$ cat src/ssp_pkg.sv
/*
  Shared constants of the sensor status parameter block: the register map
  of the APB slave, field positions, reset values and the tick timing.
  Assumes a 250 MHz system clock and a 12-bit APB byte address.
*/
package ssp_pkg;

  // ----------------------------------------------------------------
  // timing
  // ----------------------------------------------------------------
  localparam int unsigned SSP_CLK_HZ  = 250000000;
  localparam int unsigned SSP_TICK_HZ = 32000;
  localparam int unsigned SSP_ACC_W   = 28;

  // ----------------------------------------------------------------
  // register offsets (byte addresses; SSP_IRQT_IDX is a word index)
  // ----------------------------------------------------------------
  localparam logic [11:0] SSP_CTRL_ADDR   = 12'h000;
  localparam logic [11:0] SSP_ISTAT_ADDR  = 12'h004;
  localparam logic [11:0] SSP_IMASK_ADDR  = 12'h008;
  localparam logic [11:0] SSP_BANK_ADDR   = 12'h100;
  localparam logic [11:0] SSP_BANK_LAST   = 12'h13c;
  localparam logic [11:0] SSP_TS_ADDR     = 12'h140;
  localparam logic [11:0] SSP_PHYS_ADDR   = 12'h150;
  localparam logic [11:0] SSP_PRES_ADDR   = 12'h160;
  localparam logic [9:0]  SSP_IRQT_IDX    = 10'h06c;
  localparam logic [11:0] SSP_IRQT_ADDR   = {SSP_IRQT_IDX, 2'b00};

  // ----------------------------------------------------------------
  // fields and reset values
  // ----------------------------------------------------------------
  localparam int unsigned SSP_CTRL_RUN     = 0;
  localparam logic [0:0]  SSP_CTRL_RST     = 1'h1;
  localparam int unsigned SSP_NEV          = 3;
  localparam int unsigned SSP_EV_HOSTIRQ   = 0;
  localparam int unsigned SSP_EV_LOST      = 1;
  localparam int unsigned SSP_EV_WAKE      = 2;
  localparam logic [2:0]  SSP_ISTAT_RST    = 3'h0;
  localparam logic [2:0]  SSP_IMASK_RST    = 3'h0;
  localparam int unsigned SSP_FLG_AVAIL    = 0;
  localparam int unsigned SSP_FLG_NOACK    = 1;
  localparam int unsigned SSP_FLG_IDERR    = 2;
  localparam int unsigned SSP_FLG_TRANS    = 3;
  localparam int unsigned SSP_FLG_LOST     = 4;
  localparam int unsigned SSP_POW_LSB      = 5;
  localparam int unsigned SSP_BANK_BYTES   = 16;
  localparam logic [6:0]  SSP_WAKE_TYPE    = 7'h21;
  localparam logic [6:0]  SSP_TYPE_ACC     = 7'h01;
  localparam logic [6:0]  SSP_TYPE_MAG     = 7'h02;
  localparam logic [6:0]  SSP_TYPE_GYR     = 7'h04;

  typedef enum logic [2:0] {
    SSP_POW_ABSENT  = 3'h0,
    SSP_POW_DOWN    = 3'h1,
    SSP_POW_SUSPEND = 3'h2,
    SSP_POW_SELFTST = 3'h3,
    SSP_POW_MOTION  = 3'h4,
    SSP_POW_ONESHOT = 3'h5,
    SSP_POW_LOWPWR  = 3'h6,
    SSP_POW_ACTIVE  = 3'h7
  } ssp_power_t;

endpackage

$ cat src/ssp_param_block.sv
/*
  Sensor status parameter block: status banks, timestamp image, physical
  sensor status image and presence bitmap, read over APB, plus a sticky
  interrupt status. Assumes inputs synchronous to clk and an APB master.
*/
// Summary of operation
// - sixteen status bytes per bank; byte n of bank b is type 16b+n+1
// - type zero has no status byte; updates for it are dropped
// - status bits 0..4: data waiting, no ack, identity error, transient, lost
// - status bits 5..7 carry the sensor power state code
// - timestamp bytes 0..3: system time at last host interrupt, LSB first
// - timestamp bytes 4..7: current system time, LSB first, read only
// - interrupt time also readable from four dedicated byte registers
// - physical image starts with accel rate, range, flags
// - physical flags: bit 0 interrupt enable, bits 5..7 power state
// - gyro rate bytes 5-6, range 7-8, flags byte 9
// - mag rate bytes 10-11, range 12-13, flags byte 14
// - presence bitmap bit k set when physical sensor k present
// - banks 0-1 hold non-wakeup sensors, banks 2-3 wakeup sensors
`timescale 1ns/1ps
module ssp_param_block
  import ssp_pkg::*;
#(
  parameter int unsigned CLK_HZ  = SSP_CLK_HZ,
  parameter int unsigned TICK_HZ = SSP_TICK_HZ
) (
  // clock and reset
  input  wire logic        clk,
  input  wire logic        resetn,
  // apb slave
  input  wire logic        psel,
  input  wire logic        penable,
  input  wire logic        pwrite,
  input  wire logic [11:0] paddr,
  input  wire logic [31:0] pwdata,
  output logic             pready,
  output logic      [31:0] prdata,
  output logic             pslverr,
  // status byte updates
  input  wire logic        statUpdValid,
  input  wire logic [6:0]  statUpdType,
  input  wire logic [4:0]  statUpdFlags,
  input  wire logic [2:0]  statUpdPower,
  // physical sensors: accel, gyro, mag
  input  wire logic [47:0] physRate,
  input  wire logic [47:0] physRange,
  input  wire logic [2:0]  physIrqEn,
  input  wire logic [63:0] physPresent,
  // host interrupt and block interrupt
  input  wire logic        hostIrq,
  output logic             irq
);

  localparam logic [SSP_ACC_W-1:0] AccStep = SSP_ACC_W'(TICK_HZ);
  localparam logic [SSP_ACC_W-1:0] AccWrap = SSP_ACC_W'(CLK_HZ - TICK_HZ);

  logic [0:0]           ctrlQ;
  logic [SSP_NEV-1:0]   intStatQ;
  logic [SSP_NEV-1:0]   intMaskQ;
  logic [SSP_NEV-1:0]   evSet;
  logic [SSP_ACC_W-1:0] accQ;
  logic                 tick;
  logic [31:0]          sysTimeQ;
  logic [31:0]          hostIrqTimeQ;
  logic                 hostIrqPrevQ;
  logic                 hostIrqRise;
  logic [47:0]          rateQ;
  logic [47:0]          rangeQ;
  logic [2:0]           irqEnQ;
  logic [2:0]           physPowQ [3];
  logic [63:0]          presMapQ;
  logic [127:0]         physImg;
  logic                 memWrEn;
  logic [3:0]           memWrAddr;
  logic [3:0]           memWrByteEn;
  logic [31:0]          memWrData;
  logic [31:0]          memRdData;
  logic [6:0]           typeIdx;
  logic                 rdAccess;
  logic                 wrAccess;

  function automatic logic inBank(input logic [11:0] a);
    return a >= SSP_BANK_ADDR && a <= SSP_BANK_LAST;
  endfunction

  function automatic logic inIrqt(input logic [11:0] a);
    return a >= SSP_IRQT_ADDR && a <= SSP_IRQT_ADDR + 12'h00c;
  endfunction

  // ----------------------------------------------------------------
  // 32 kHz tick and system time
  // ----------------------------------------------------------------
  assign tick = ctrlQ[SSP_CTRL_RUN] && accQ >= AccWrap;

  always_ff @(posedge clk or negedge resetn)
  begin
    if (!resetn)
      accQ <= '0;
    else if (tick)
      accQ <= accQ - AccWrap;
    else if (ctrlQ[SSP_CTRL_RUN])
      accQ <= accQ + AccStep;
  end

  always_ff @(posedge clk or negedge resetn)
  begin
    if (!resetn)
      sysTimeQ <= 32'h0;
    else if (tick)
      sysTimeQ <= sysTimeQ + 32'h1;
  end

  // ----------------------------------------------------------------
  // host interrupt time capture
  // ----------------------------------------------------------------
  assign hostIrqRise = hostIrq && !hostIrqPrevQ;

  always_ff @(posedge clk or negedge resetn)
  begin
    if (!resetn)
    begin
      hostIrqPrevQ <= 1'b0;
      hostIrqTimeQ <= 32'h0;
    end
    else
    begin
      hostIrqPrevQ <= hostIrq;
      if (hostIrqRise)
        hostIrqTimeQ <= sysTimeQ;
    end
  end

  // ----------------------------------------------------------------
  // status banks
  // ----------------------------------------------------------------
  assign typeIdx     = statUpdType - 7'h1;
  assign memWrEn     = statUpdValid && statUpdType != 7'h0
                       && statUpdType <= 7'd64;
  assign memWrAddr   = typeIdx[5:2];
  assign memWrByteEn = 4'h1 << typeIdx[1:0];
  assign memWrData   = {4{statUpdPower, statUpdFlags}};

  ssp_status_mem #(
    .DEPTH (4 * SSP_BANK_BYTES / 4),
    .WIDTH (32),
    .AW    (4)
  ) u_mem (
    .clk      (clk),
    .resetn   (resetn),
    .wrEn     (memWrEn),
    .wrAddr   (memWrAddr),
    .wrByteEn (memWrByteEn),
    .wrData   (memWrData),
    .rdAddr   (paddr[5:2]),
    .rdData   (memRdData)
  );

  // ----------------------------------------------------------------
  // physical sensor image and presence
  // ----------------------------------------------------------------
  always_ff @(posedge clk or negedge resetn)
  begin
    if (!resetn)
    begin
      rateQ    <= '0;
      rangeQ   <= '0;
      irqEnQ   <= '0;
      presMapQ <= '0;
    end
    else
    begin
      rateQ    <= physRate;
      rangeQ   <= physRange;
      irqEnQ   <= physIrqEn;
      presMapQ <= physPresent;
    end
  end

  for (genvar s = 0; s < 3; s++)
  begin : g_phys
    localparam logic [6:0] PType = (s == 0) ? SSP_TYPE_ACC :
                                   (s == 1) ? SSP_TYPE_GYR : SSP_TYPE_MAG;
    always_ff @(posedge clk or negedge resetn)
    begin
      if (!resetn)
        physPowQ[s] <= SSP_POW_ABSENT;
      else if (memWrEn && statUpdType == PType)
        physPowQ[s] <= statUpdPower;
    end
    // five bytes per sensor: rate, range, flags
    assign physImg[40*s +: 40] = {physPowQ[s], 4'h0, irqEnQ[s],
                                  rangeQ[16*s +: 16],
                                  rateQ[16*s +: 16]};
  end
  assign physImg[127:120] = 8'h00;

  // ----------------------------------------------------------------
  // interrupt status and mask
  // ----------------------------------------------------------------
  assign rdAccess = psel && penable && !pwrite;
  assign wrAccess = psel && penable && pwrite;

  assign evSet[SSP_EV_HOSTIRQ] = hostIrqRise;
  assign evSet[SSP_EV_LOST]    = memWrEn && statUpdFlags[SSP_FLG_LOST];
  assign evSet[SSP_EV_WAKE]    = memWrEn && statUpdType >= SSP_WAKE_TYPE;

  always_ff @(posedge clk or negedge resetn)
  begin
    if (!resetn)
      intStatQ <= SSP_ISTAT_RST;
    else if (wrAccess && paddr == SSP_ISTAT_ADDR)
      intStatQ <= (intStatQ & ~pwdata[SSP_NEV-1:0]) | evSet;
    else
      intStatQ <= intStatQ | evSet;
  end

  always_ff @(posedge clk or negedge resetn)
  begin
    if (!resetn)
    begin
      intMaskQ <= SSP_IMASK_RST;
      ctrlQ    <= SSP_CTRL_RST;
    end
    else if (wrAccess && paddr == SSP_IMASK_ADDR)
      intMaskQ <= pwdata[SSP_NEV-1:0];
    else if (wrAccess && paddr == SSP_CTRL_ADDR)
      ctrlQ    <= pwdata[0:0];
  end

  assign irq = |(intStatQ & intMaskQ);

  // ----------------------------------------------------------------
  // apb read mux
  // ----------------------------------------------------------------
  assign pready = 1'b1;

  always_comb
  begin
    prdata  = 32'h0;
    pslverr = 1'b0;
    if (psel && penable)
    begin
      if (paddr == SSP_CTRL_ADDR)
        prdata = {31'h0, ctrlQ};
      else if (paddr == SSP_ISTAT_ADDR)
        prdata = {29'h0, intStatQ};
      else if (paddr == SSP_IMASK_ADDR)
        prdata = {29'h0, intMaskQ};
      else if (inBank(paddr))
        prdata = memRdData;
      else if (paddr == SSP_TS_ADDR)
        prdata = hostIrqTimeQ;
      else if (paddr == SSP_TS_ADDR + 12'h004)
        prdata = sysTimeQ;
      else if (paddr[11:4] == SSP_PHYS_ADDR[11:4])
        prdata = physImg[32*paddr[3:2] +: 32];
      else if (paddr == SSP_PRES_ADDR)
        prdata = presMapQ[31:0];
      else if (paddr == SSP_PRES_ADDR + 12'h004)
        prdata = presMapQ[63:32];
      else if (inIrqt(paddr))
        prdata = {24'h0, hostIrqTimeQ[8*paddr[3:2] +: 8]};
      else
        pslverr = 1'b1;
    end
  end
endmodule

$ cat src/ssp_status_mem.sv
/*
  Small word memory holding the status banks, with byte-lane writes and a
  registered read port. Assumes one clock and an active-low async reset.
*/
`timescale 1ns/1ps
module ssp_status_mem #(
  parameter int unsigned DEPTH = 16,
  parameter int unsigned WIDTH = 32,
  parameter int unsigned AW    = 4
) (
  // clock and reset
  input  wire logic               clk,
  input  wire logic               resetn,
  // write port
  input  wire logic               wrEn,
  input  wire logic [AW-1:0]      wrAddr,
  input  wire logic [WIDTH/8-1:0] wrByteEn,
  input  wire logic [WIDTH-1:0]   wrData,
  // read port
  input  wire logic [AW-1:0]      rdAddr,
  output logic      [WIDTH-1:0]   rdData
);

  logic [WIDTH-1:0] memQ [DEPTH];

  // ----------------------------------------------------------------
  // byte lanes
  // ----------------------------------------------------------------
  for (genvar w = 0; w < DEPTH; w++)
  begin : g_word
    for (genvar b = 0; b < WIDTH/8; b++)
    begin : g_lane
      always_ff @(posedge clk or negedge resetn)
      begin
        if (!resetn)
          memQ[w][8*b +: 8] <= 8'h00;
        else if (wrEn && wrByteEn[b] && wrAddr == AW'(w))
          memQ[w][8*b +: 8] <= wrData[8*b +: 8];
      end
    end
  end

  // ----------------------------------------------------------------
  // registered read
  // ----------------------------------------------------------------
  always_ff @(posedge clk or negedge resetn)
  begin
    if (!resetn)
      rdData <= '0;
    else
      rdData <= memQ[rdAddr];
  end

endmodule

$ cat config.mk
export PLATFORM = sky130hd
export DESIGN_NAME = ssp_param_block
export DESIGN_NICKNAME = d
export VERILOG_FILES = /design/src/ssp_pkg.sv /design/src/ssp_param_block.sv /design/src/ssp_status_mem.sv
export SDC_FILE = /design/constraint.sdc
export NUM_CORES = 1
export LEC_CHECK = 0
export ABC_AREA = 1
export BUFFER_PORTS_ARGS = -buffer_cell sky130_fd_sc_hd__buf_2
export CORE_ASPECT_RATIO = 2
export CORE_MARGIN = 2
export CORE_UTILIZATION = 40
export CTS_CLUSTER_DIAMETER = 50
export DETAILED_ROUTE_END_ITERATION = 8
export GPL_TIMING_DRIVEN = 0
export SETUP_SLACK_MARGIN = 0.2
export SYNTH_ARGS = -nofsm -noshare
export SYNTH_HDL_FRONTEND = slang
export SYNTH_HIERARCHICAL = 1
export SYNTH_SLANG_ARGS = --single-unit
$ cat constraint.sdc
create_clock -name clk -period 3.24 [get_ports clk]
set_input_delay 0.486 -clock clk [delete_from_list [all_inputs] [get_ports clk]]
set_output_delay 0.486 -clock clk [all_outputs]
set_load 0.1 [all_outputs]
# == Yosys cells after proc, flatten, opt, wreduce, memory -nomap -nowiden ==
# Cells that the tools add are included.
# classes
n_eq_ne,25
n_div,0
order_cmp,8
bitwise_logic,7
addsub,4
n_mux,28
shift,3
multipliers,0
reduce_logical,91
# ops
cell,n
$mux W32,12
$bmux W32 S4,1
$shiftx A128 B8 Y32,1
$logic_and A1 B1 Y1,84
$mux W28,2
$eq A12 B9 Y1 const B,4
$add A32 B1 Y32 const B,1
$eq A4 B4 Y1 const B,8
$shiftx A32 B6 Y8,1
$add A28 B15 Y28 const B,1
$ge A28 B28 Y1 const B,1
$sub A28 B28 Y28 const B,1
$ge A12 B9 Y1 const B,2
$le A12 B9 Y1 const B,2
$eq A4 B3 Y1 const B,4
$eq A12 B3 Y1 const B,1
$eq A12 B4 Y1 const B,1
$logic_not A12 Y1,1
$mux W1,11
$eq A4 B2 Y1 const B,2
$eq A8 B5 Y1 const B,1
$mux W8,1
$eq A7 B1 Y1 const B,1
$eq A7 B2 Y1 const B,1
19 further kinds,21
# totals
register_bits,816
ramBits,0
mem_count,0
latch_bits,0
output_inout_bits,35
rom_bits,0

# == Depth between registers and ports, before layout ==
# Gate-level depths: netlist (run 1).
# depth
ltp_word,13
ltp_mapped,16

# == Modules after synthesis ==
# The synthesis (run 1) kept the hierarchy.
# modules_own_cells
mod,area_each_um2,seq_area_each_um2,n_inst,cells_each
ssp_status_mem,25510.7,13613.1,1,3348
ssp_param_block,12911.1,6632.6,1,1555

# == Worst setup path after synthesis (run 1) ==
# OpenSTA, ideal clock, no wires.
# synth_timing
path_type,in2out
startpoint,input paddr[3]
endpoint,output pslverr
stages,11
setup_slack_ps,-1642
arrival_time_ps,4396
n_path_buf,2
path_cell_list,buf_4 -> inv_4 -> nor2_4 -> clkinv_1 -> nor2_1 -> nand2_1 -> inv_1 -> nor3_1 -> clkbuf_2 -> nand3_1 -> nor4_1
# synth_between
elab_chain_len,13
elab_cells_between_ends,24
cone_classes,4 x order compare; 6 x eq/ne; 11 x mux; 3 x reduce/logical
# synth_rtl
element,line,rtl
"start, declared",ssp_param_block.sv:34,"input wire logic [11:0] paddr,"
$ge A12 B9 Y1 or $le A12 B9 Y1 (tied branches),ssp_param_block.sv:87,return a >= SSP_IRQT_ADDR && a <= SSP_IRQT_ADDR + 12'h00c;
$logic_and A1 B1 Y1,ssp_param_block.sv:87,
$mux W1,ssp_param_block.sv:261,else if (inIrqt(paddr))
$mux W1,ssp_param_block.sv:259,else if (paddr == SSP_PRES_ADDR + 12'h004)
$mux W1,ssp_param_block.sv:257,else if (paddr == SSP_PRES_ADDR)
$mux W1,ssp_param_block.sv:255,else if (paddr[11:4] == SSP_PHYS_ADDR[11:4])
$mux W1,ssp_param_block.sv:253,else if (paddr == SSP_TS_ADDR + 12'h004)
$mux W1,ssp_param_block.sv:251,else if (paddr == SSP_TS_ADDR)
$mux W1,ssp_param_block.sv:249,else if (inBank(paddr))
$mux W1,ssp_param_block.sv:247,else if (paddr == SSP_IMASK_ADDR)
$mux W1,ssp_param_block.sv:245,else if (paddr == SSP_ISTAT_ADDR)
$mux W1 (*),ssp_param_block.sv:243,if (paddr == SSP_CTRL_ADDR)
$mux W1 (*),ssp_param_block.sv:241,if (psel && penable)
"end, declared",ssp_param_block.sv:38,"output logic pslverr,"
# Mark *: on every way between the ends. The rest lies on a longest branch, timed or not.

# == Worst setup path after layout (run 1) ==
# layout_timing
startpoint,input paddr[3]
endpoint,output prdata[8]
# layout_between
elab_chain_len,11
elab_cells_between_ends,21
cone_classes,2 x order compare; 6 x eq/ne; 1 x shift; 10 x mux; 2 x reduce/logical
# layout_rtl
element,line,rtl
"parallel branches: the longest is 9 deep, another holds $shiftx A128 B8 Y32",n/a,
$mux W32 (*),ssp_param_block.sv:243,
$mux W32 (*),ssp_param_block.sv:241,
"end, declared",ssp_param_block.sv:37,"output logic [31:0] prdata,"
# Mark *: on every way between the ends.

==> results.json, run 1 <==
{
  "status": "completed",
  "critPathKind": "input port to output pin",
  "post-route-util_pct": 49.1,
  "ys_seq_area_share_pct": 52.7,
  "hold_start": "pwdata[2]",
  "clk_latency_ns": 0.72,
  "worstReg2RegStart": "sysTimeQ[11]",
  "crit_path_max_fanout": 10,
  "clk_path_buf_depth": 3,
  "drv_slew": 0,
  "grt_overflow": 0,
  "finalWeightedCongestion": 1.01,
  "final.period_utilization_pct": 93.7,
  "synth_top_area_cell": "dfrtp_1",
  "peakVddDrop_mv": 0.386,
  "r2r-end": "sysTimeQ[27]",
  "drtIter0Drc": 3146,
  "track_usage_pct": 34.4,
  "route.vias.total": 36300,
  "hold_viol": 0,
  "tns_ns": 0,
  "finalCriticalPeriod_ns": 3.04,
  "ant_nets": 0,
  "yosys.cell_types.count": 51,
  "ys_seq_elements": 809,
  "htreeDepth": 3,
  "clk_pin_slew_ns": 0.06,
  "final_nets": 5634,
  "port_buffers": 232,
  "cp.arrival_ns": 2.55,
  "cts_tree": "done",
  "p_leak_nw": 22.2,
  "tightestPinTransition_ns": 1.47,
  "maxCapViolations": 0,
  "synth_area_um2": 38400,
  "synth_edf_count": 0,
  "clock-sinks": 809,
  "start_kind": "input port",
  "synth-main-ff-cell": "dfrtp_1",
  "dr.pass1.iters": 8,
  "die-area_um2": 98700,
  "placed_area_um2": 41400,
  "holdCritPathClass": "input port to flip-flop",
  "grt_pass1_wl_um": 244000,
  "drive_gt1_share_pct": 11.7,
  "ff2ff_setup_slack_ns": 0.81,
  "avgRoutedWirePerCell_um": 25.4,
  "die_w_um": 223,
  "max_freq_ghz": 0.329,
  "syn-num-nets": 5136,
  "hpwl_um": 127000,
  "coreArea_um2": 95100,
  "ios": 264,
  "routed_wl_um": 170000,
  "setup_violations": 0,
  "clock_skew_ns": 0.0275,
  "clockRootBuffer": "clkbuf_16",
  "multi_input_area_um2": 15100,
  "drc": 0,
  "viasPerCell": 5.43,
  "cts_buffers": 76,
  "grt_pass1_vias": 37100,
  "final.fill_count": 9344,
  "finalPower_mw": 23.8,
  "rsz0062_at_grt": "yes",
  "powerDensity_nw_per_um2": 510,
  "cp.required_ns": 2.75,
  "std_cell_rows": 160,
  "yosysWarnings": 6,
  "synth.area.top_cells": "dfrtp_1, nand2_1, o21ai_0",
  "slew_headroom_pct": 2.27,
  "holdPathEnd": "intMaskQ[2]",
  "yosysTopAreaCellShare_pct": 52.6,
  "avgSynthCellArea_um2": 7.84,
  "grt_max_degree": 124,
  "register_area_um2": 20200,
  "hold_depth": 3,
  "antenna_found_initial": 9,
  "async_flop_share_pct": 100,
  "end_kind": "output pin",
  "timing.hold.ws_ns": 0.0733,
  "area_growth_pct": 21.6,
  "finalInstanceArea_um2": 46700,
  "synthCells": 4903,
  "fp.dieH_um": 442,
  "r2r_cells": 8,
  "initial_core_util_pct": 40.4
}
-- synthesized netlist by cell type, types with 5 or more instances --
cell type / instances
buf_2: 68
a22oi_1: 5
nor2_2: 18
xor2_1: 56
nor3_1: 38
buf_4: 15
nor2_1: 112
nand4_1: 13
o21ai_0: 636
nand3_1: 454
inv_2: 14
o221ai_1: 13
nand2_1: 1636
a22o_1: 10
o22ai_1: 50
o21ai_1: 46
nor2_4: 7
a21oi_1: 57
a31oi_1: 8
buf_6: 18
dfrtp_1: 808
buf_1: 26
nor4_1: 7
o211ai_1: 9
inv_1: 578
o31ai_1: 10
nand2_2: 7
clkbuf_1: 143
-- state kept, by name (all words and copies together), names as in the netlist --
signal / flops
u_mem/memQ: 512
presMapQ: 64
rangeQ: 48
rateQ: 48
hostIrqTimeQ: 32
sysTimeQ: 32
u_mem/rdData: 32
accQ: 21
physImg: 9
intMaskQ: 3
intStatQ: 3
irqEnQ: 3
ctrlQ: 1
hostIrqPrevQ: 1
-- worst max-delay path, stage by stage --
cell,delay [ns]
clkbuf_4,0.17
buf_12,0.16
clkinv_8,0.09
nand2_2,0.12
buf_12,0.18
buf_8,0.16
o22ai_1,0.11
inv_1,0.09
o221ai_2,0.11
o21ai_2,0.28
o22ai_2,0.14
a21oi_2,0.21
buf_12,0.20
-- kinds of logic (layout without fill, tap and decap cells) --
| group | count (synthesis) | in the layout | synth area share [%] |
|---|---|---|---|
| buffers and inverters | 867 | 1423 | 9.20 |
| AOI/OAI and AO/OA | 860 | 860 | 11.9 |
| muxes | 2 | 2 | 0.0586 |
| other | 1 | 8 | 0.00976 |
| adders and majority gates | 4 | 4 | 0.130 |
| xor gates and xnor gates | 56 | 56 | 1.28 |
| and+or+nand+nor | 2304 | 2304 | 24.7 |
| DFF | 809 | 809 | 52.7 |
-- cells in the final DEF, fill, tap and decap left out, types with 11 or more instances in the layout --
| cell type | n |
|---|---|
| clkbuf_8 | 21 |
| nor3_1 | 33 |
| dfrtp_1 | 807 |
| nor2_4 | 11 |
| xor2_1 | 56 |
| o21ai_2 | 17 |
| buf_6 | 43 |
| o22ai_1 | 48 |
| nor2_1 | 102 |
| nand3_1 | 453 |
| a21oi_1 | 34 |
| clkbuf_16 | 80 |
| inv_1 | 578 |
| nor2_2 | 24 |
| o21ai_1 | 51 |
| clkbuf_1 | 136 |
| clkinv_2 | 12 |
| nand4_1 | 13 |
| buf_1 | 26 |
| buf_12 | 15 |
| dlygate4sd3_1 | 165 |
| o21ai_0 | 616 |
| buf_2 | 255 |
| buf_4 | 32 |
| a21oi_2 | 18 |
| nand2_1 | 1629 |
-- area by class of cell --
| class | count | share of cell area [%] |
|---|---|---|
| well taps | 1215 | 3.25 |
| clock inverters | 28 | 0.747 |
| plain buffers | 271 | 3.22 |
| repair buffers | 420 | 7.37 |
| diodes | 7 | 0.0375 |
| clock buffers | 108 | 4.85 |
| multi-input cells | 3227 | 32.3 |
| inverters | 596 | 4.87 |
| flip-flops and latches | 809 | 43.3 |
-- per-layer routing --
metal  GRT usage (%)  vias to the layer above  wire, um
met3            6.43                      817     10600
met4            35.7                        4     20800
met5               0                        -        25
met2            61.6                     1759     86500
met1            31.5                    17200     51800
li1                -                    16600         -
-- power by group --
group / internal, mW / leakage [nW] / switching (mW)
clock network: 5.38 / 1.29 / 4.20
logic: 0.963 / 10.2 / 2.02
registers: 10.9 / 10.7 / 0.413
total: 17.2 / 22.2 / 6.63
-- stage by stage --
step / setup slack, ns / std cells
final: 0.205 / 6681
after global routing: 0.187 / 6676
after CTS: 0.171 / 6667
after detailed placement: -1.33 / 6356
after global placement: -16.04 / 6350
after floorplan: -0.359 / 4903
-- worst max path at each step --
| stage | endpoint | slack [ns] | startpoint |
|---|---|---|---|
| after detailed placement | prdata[9] | -1.33 | paddr[3] |
| after CTS | prdata[27] | 0.17 | paddr[3] |
| after global placement | presMapQ[29] | -16.04 | resetn |
| after global routing | prdata[28] | 0.19 | paddr[11] |
| final | prdata[8] | 0.20 | paddr[3] |
| after floorplan | prdata[13] | -0.36 | paddr[3] |
-- timing repair --
action,4_1_cts,5_1_grt
gates cloned,0,1
gates resized for setup,184,71
setup buffers,10,6
endpoints found under the hold margin,269,0
hold buffers,165,0
setup endpoints to repair,33,152
pin swaps,19,16
Power figures use the tool's default switching activity.
==> inputs of run 2 (changes only) <==
--- a/config.mk
+++ b/config.mk
@@ -9,10 +9,11 @@
 export BUFFER_PORTS_ARGS = -buffer_cell sky130_fd_sc_hd__buf_2
 export CORE_ASPECT_RATIO = 2
 export CORE_MARGIN = 2
-export CORE_UTILIZATION = 40
+export CORE_UTILIZATION = 55
 export CTS_CLUSTER_DIAMETER = 50
 export DETAILED_ROUTE_END_ITERATION = 8
 export GPL_TIMING_DRIVEN = 0
+export PLACE_DENSITY = 0.74
 export SETUP_SLACK_MARGIN = 0.2
 export SYNTH_ARGS = -nofsm -noshare
 export SYNTH_HDL_FRONTEND = slang
==> constraint.sdc (replaced) <==
create_clock -name clk -period 3.46 [get_ports clk]
set_input_delay 0.519 -clock clk [delete_from_list [all_inputs] [get_ports clk]]
set_output_delay 0.519 -clock clk [all_outputs]
set_load 0.1 [all_outputs]
==> run 2 against run 1 <==
Setup slack got worse by 0.10 ns. Count of clock-buffer cells in the layout decreased by 2. Global-route usage increased by 8.2 points. Routed wire length decreased by 10%. First-iteration DRC count increased by 44%. Critical path type unchanged.
==> results.json, run 2 (synthesis gave the netlist of run 1 again) <==
{
  "start_kind": "input port",
  "worstReg2RegStart": "accQ[9]",
  "r2r-end": "sysTimeQ[20]",
  "clk_path_buf_depth": 3,
  "cp.required_ns": 2.94,
  "mostFrequentLayoutCells": "nand2_1, dfrtp_1, o21ai_0",
  "std_cell_rows": 137,
  "hpwl_um": 104000,
  "ff2ff_setup_slack_ns": 1.13,
  "setup_violations": 0,
  "hold_start": "pwdata[0]",
  "die-area_um2": 72100,
  "max_freq_ghz": 0.298,
  "end_kind": "output pin",
  "hold_depth": 3,
  "hold_viol": 0,
  "finalWeightedCongestion": 1.05,
  "grt_max_degree": 129,
  "area_growth_pct": 19.6,
  "holdPathEnd": "ctrlQ",
  "antenna_found_initial": 5,
  "finalPower_mw": 22.3,
  "p_leak_nw": 22.0,
  "final_nets": 5628,
  "grt_pass1_vias": 36200,
  "port_buffers": 232,
  "viasPerCell": 5.87,
  "place_ws_ns": -0.652,
  "clk_latency_ns": 0.70,
  "die_w_um": 191,
  "cts_buffers": 75,
  "slew_headroom_pct": 19.6,
  "track_usage_pct": 42.6,
  "reg_top3": "u_mem/memQ (512), presMapQ (64)",
  "coreArea_um2": 69400,
  "timing.hold.ws_ns": 0.164,
  "initial_core_util_pct": 55.3,
  "fp.dieH_um": 378,
  "layout_commonest_cell": "nand2_1",
  "largest_register_ffs": 512,
  "status": "completed",
  "clk_pin_slew_ns": 0.06,
  "avgRoutedWirePerCell_um": 23.9,
  "post-route-util_pct": 66.2,
  "rsz0062_at_grt": "yes",
  "cts_tree": "done",
  "htreeDepth": 3,
  "holdCritPathClass": "input port to flip-flop",
  "setup_slack_ns": 0.103,
  "top_register": "u_mem/memQ",
  "clock_skew_ns": 0.0302,
  "critPathKind": "input port to output pin",
  "placed_area_um2": 41000,
  "cp.arrival_ns": 2.84,
  "maxCapViolations": 0,
  "powerDensity_nw_per_um2": 485,
  "tightestPinTransition_ns": 1.21,
  "finalCriticalPeriod_ns": 3.36,
  "drtIter0Drc": 4517,
  "drv_slew": 0,
  "clockRootBuffer": "clkbuf_16",
  "ant_nets": 0,
  "peakVddDrop_mv": 0.596,
  "drc": 0,
  "crit_path_max_fanout": 10,
  "final.period_utilization_pct": 97.0,
  "drive_gt1_share_pct": 11.3,
  "grt_pass1_wl_um": 225000,
  "route.vias.total": 37300,
  "routed_wl_um": 152000,
  "grt_overflow": 0,
  "clock-sinks": 809,
  "r2r_cells": 11,
  "finalInstanceArea_um2": 45900,
  "dr.pass1.iters": 6,
  "ios": 264
}
run 2: cell types whose count changed in the layout (fill, tap and decap cells not counted), sizes merged:
| cell | change |
|---|---|
| buf | -7 |
| bufinv | +1 |
| clkbuf | -1 |
| clkinv | -4 |
| clkinvlp | +1 |
| diode | -6 |
| inv | +4 |
| nand3 | +1 |
run 2: timing repair:
| action | in CTS | in global routing |
|---|---|---|
| setup endpoints to repair | 33 | 33 |
| pin swaps | 7 | 14 |
| setup buffers | 4 | 6 |
| gates cloned | 0 | 1 |
| hold buffers | 165 | 0 |
| endpoints found under the hold margin | 213 | 0 |
| resized for setup | 136 | 74 |
run 2: layer usage:
metal | vias up | global-route usage (%) | share of wire (%)
li1 | 16600 | - | -
met1 | 17700 | 54.0 | 37
met2 | 2430 | 63.5 | 44
met3 | 604 | 10.7 | 11
met4 | 4 | 30.3 | 8.2
met5 | - | 0 | 0.016
run 2: power by group:
part	switching, mW	total [mW]	leakage (nW)	internal (mW)
sequential	0.384	10.6	10.7	10.2
clock	3.95	8.93	1.26	4.99
combinational	1.88	2.77	10.1	0.889
run 2: worst max-delay path, stage by stage:
cell	delay, ns
buf_4	0.17
buf_12	0.17
inv_8	0.12
buf_2	0.40
o22ai_1	0.16
o31ai_1	0.52
o221ai_1	0.25
a21oi_2	0.27
buf_8	0.24
run 2: how the worst max path moves through the flow:
stage	start	endpoint	depth (start not counted)
floorplan	paddr[2]	prdata[26]	8
global placement	resetn	irqEnQ[2]	1
detailed placement	paddr[3]	prdata[24]	10
CTS	paddr[3]	prdata[24]	10
global route	paddr[3]	prdata[22]	13
finish	paddr[3]	prdata[9]	9
run 2: area by class of cell:
type / instances / area (um^2)
inverters: 596 / 2260
well taps: 903 / 1130
plain buffers: 271 / 1430
flip-flops and latches: 809 / 20200
fillers: 5907 / 23500
repair buffers: 414 / 3320
clock buffers: 106 / 2200
clock inverters: 30 / 379
diodes: 1 / 2.50
multi-input cells: 3228 / 15000
run 2: metrics by stage:
| step | setup TNS [ns] | cells |
|---|---|---|
| 6_report | 0 | 6358 |
| 5_1_grt | 0 | 6357 |
| 4_1_cts | 0 | 6350 |
| 3_5_place_dp | -15.66 | 6045 |
| 3_3_place_gp | - | 6038 |
| 2_1_floorplan | -2.70 | 4903 |
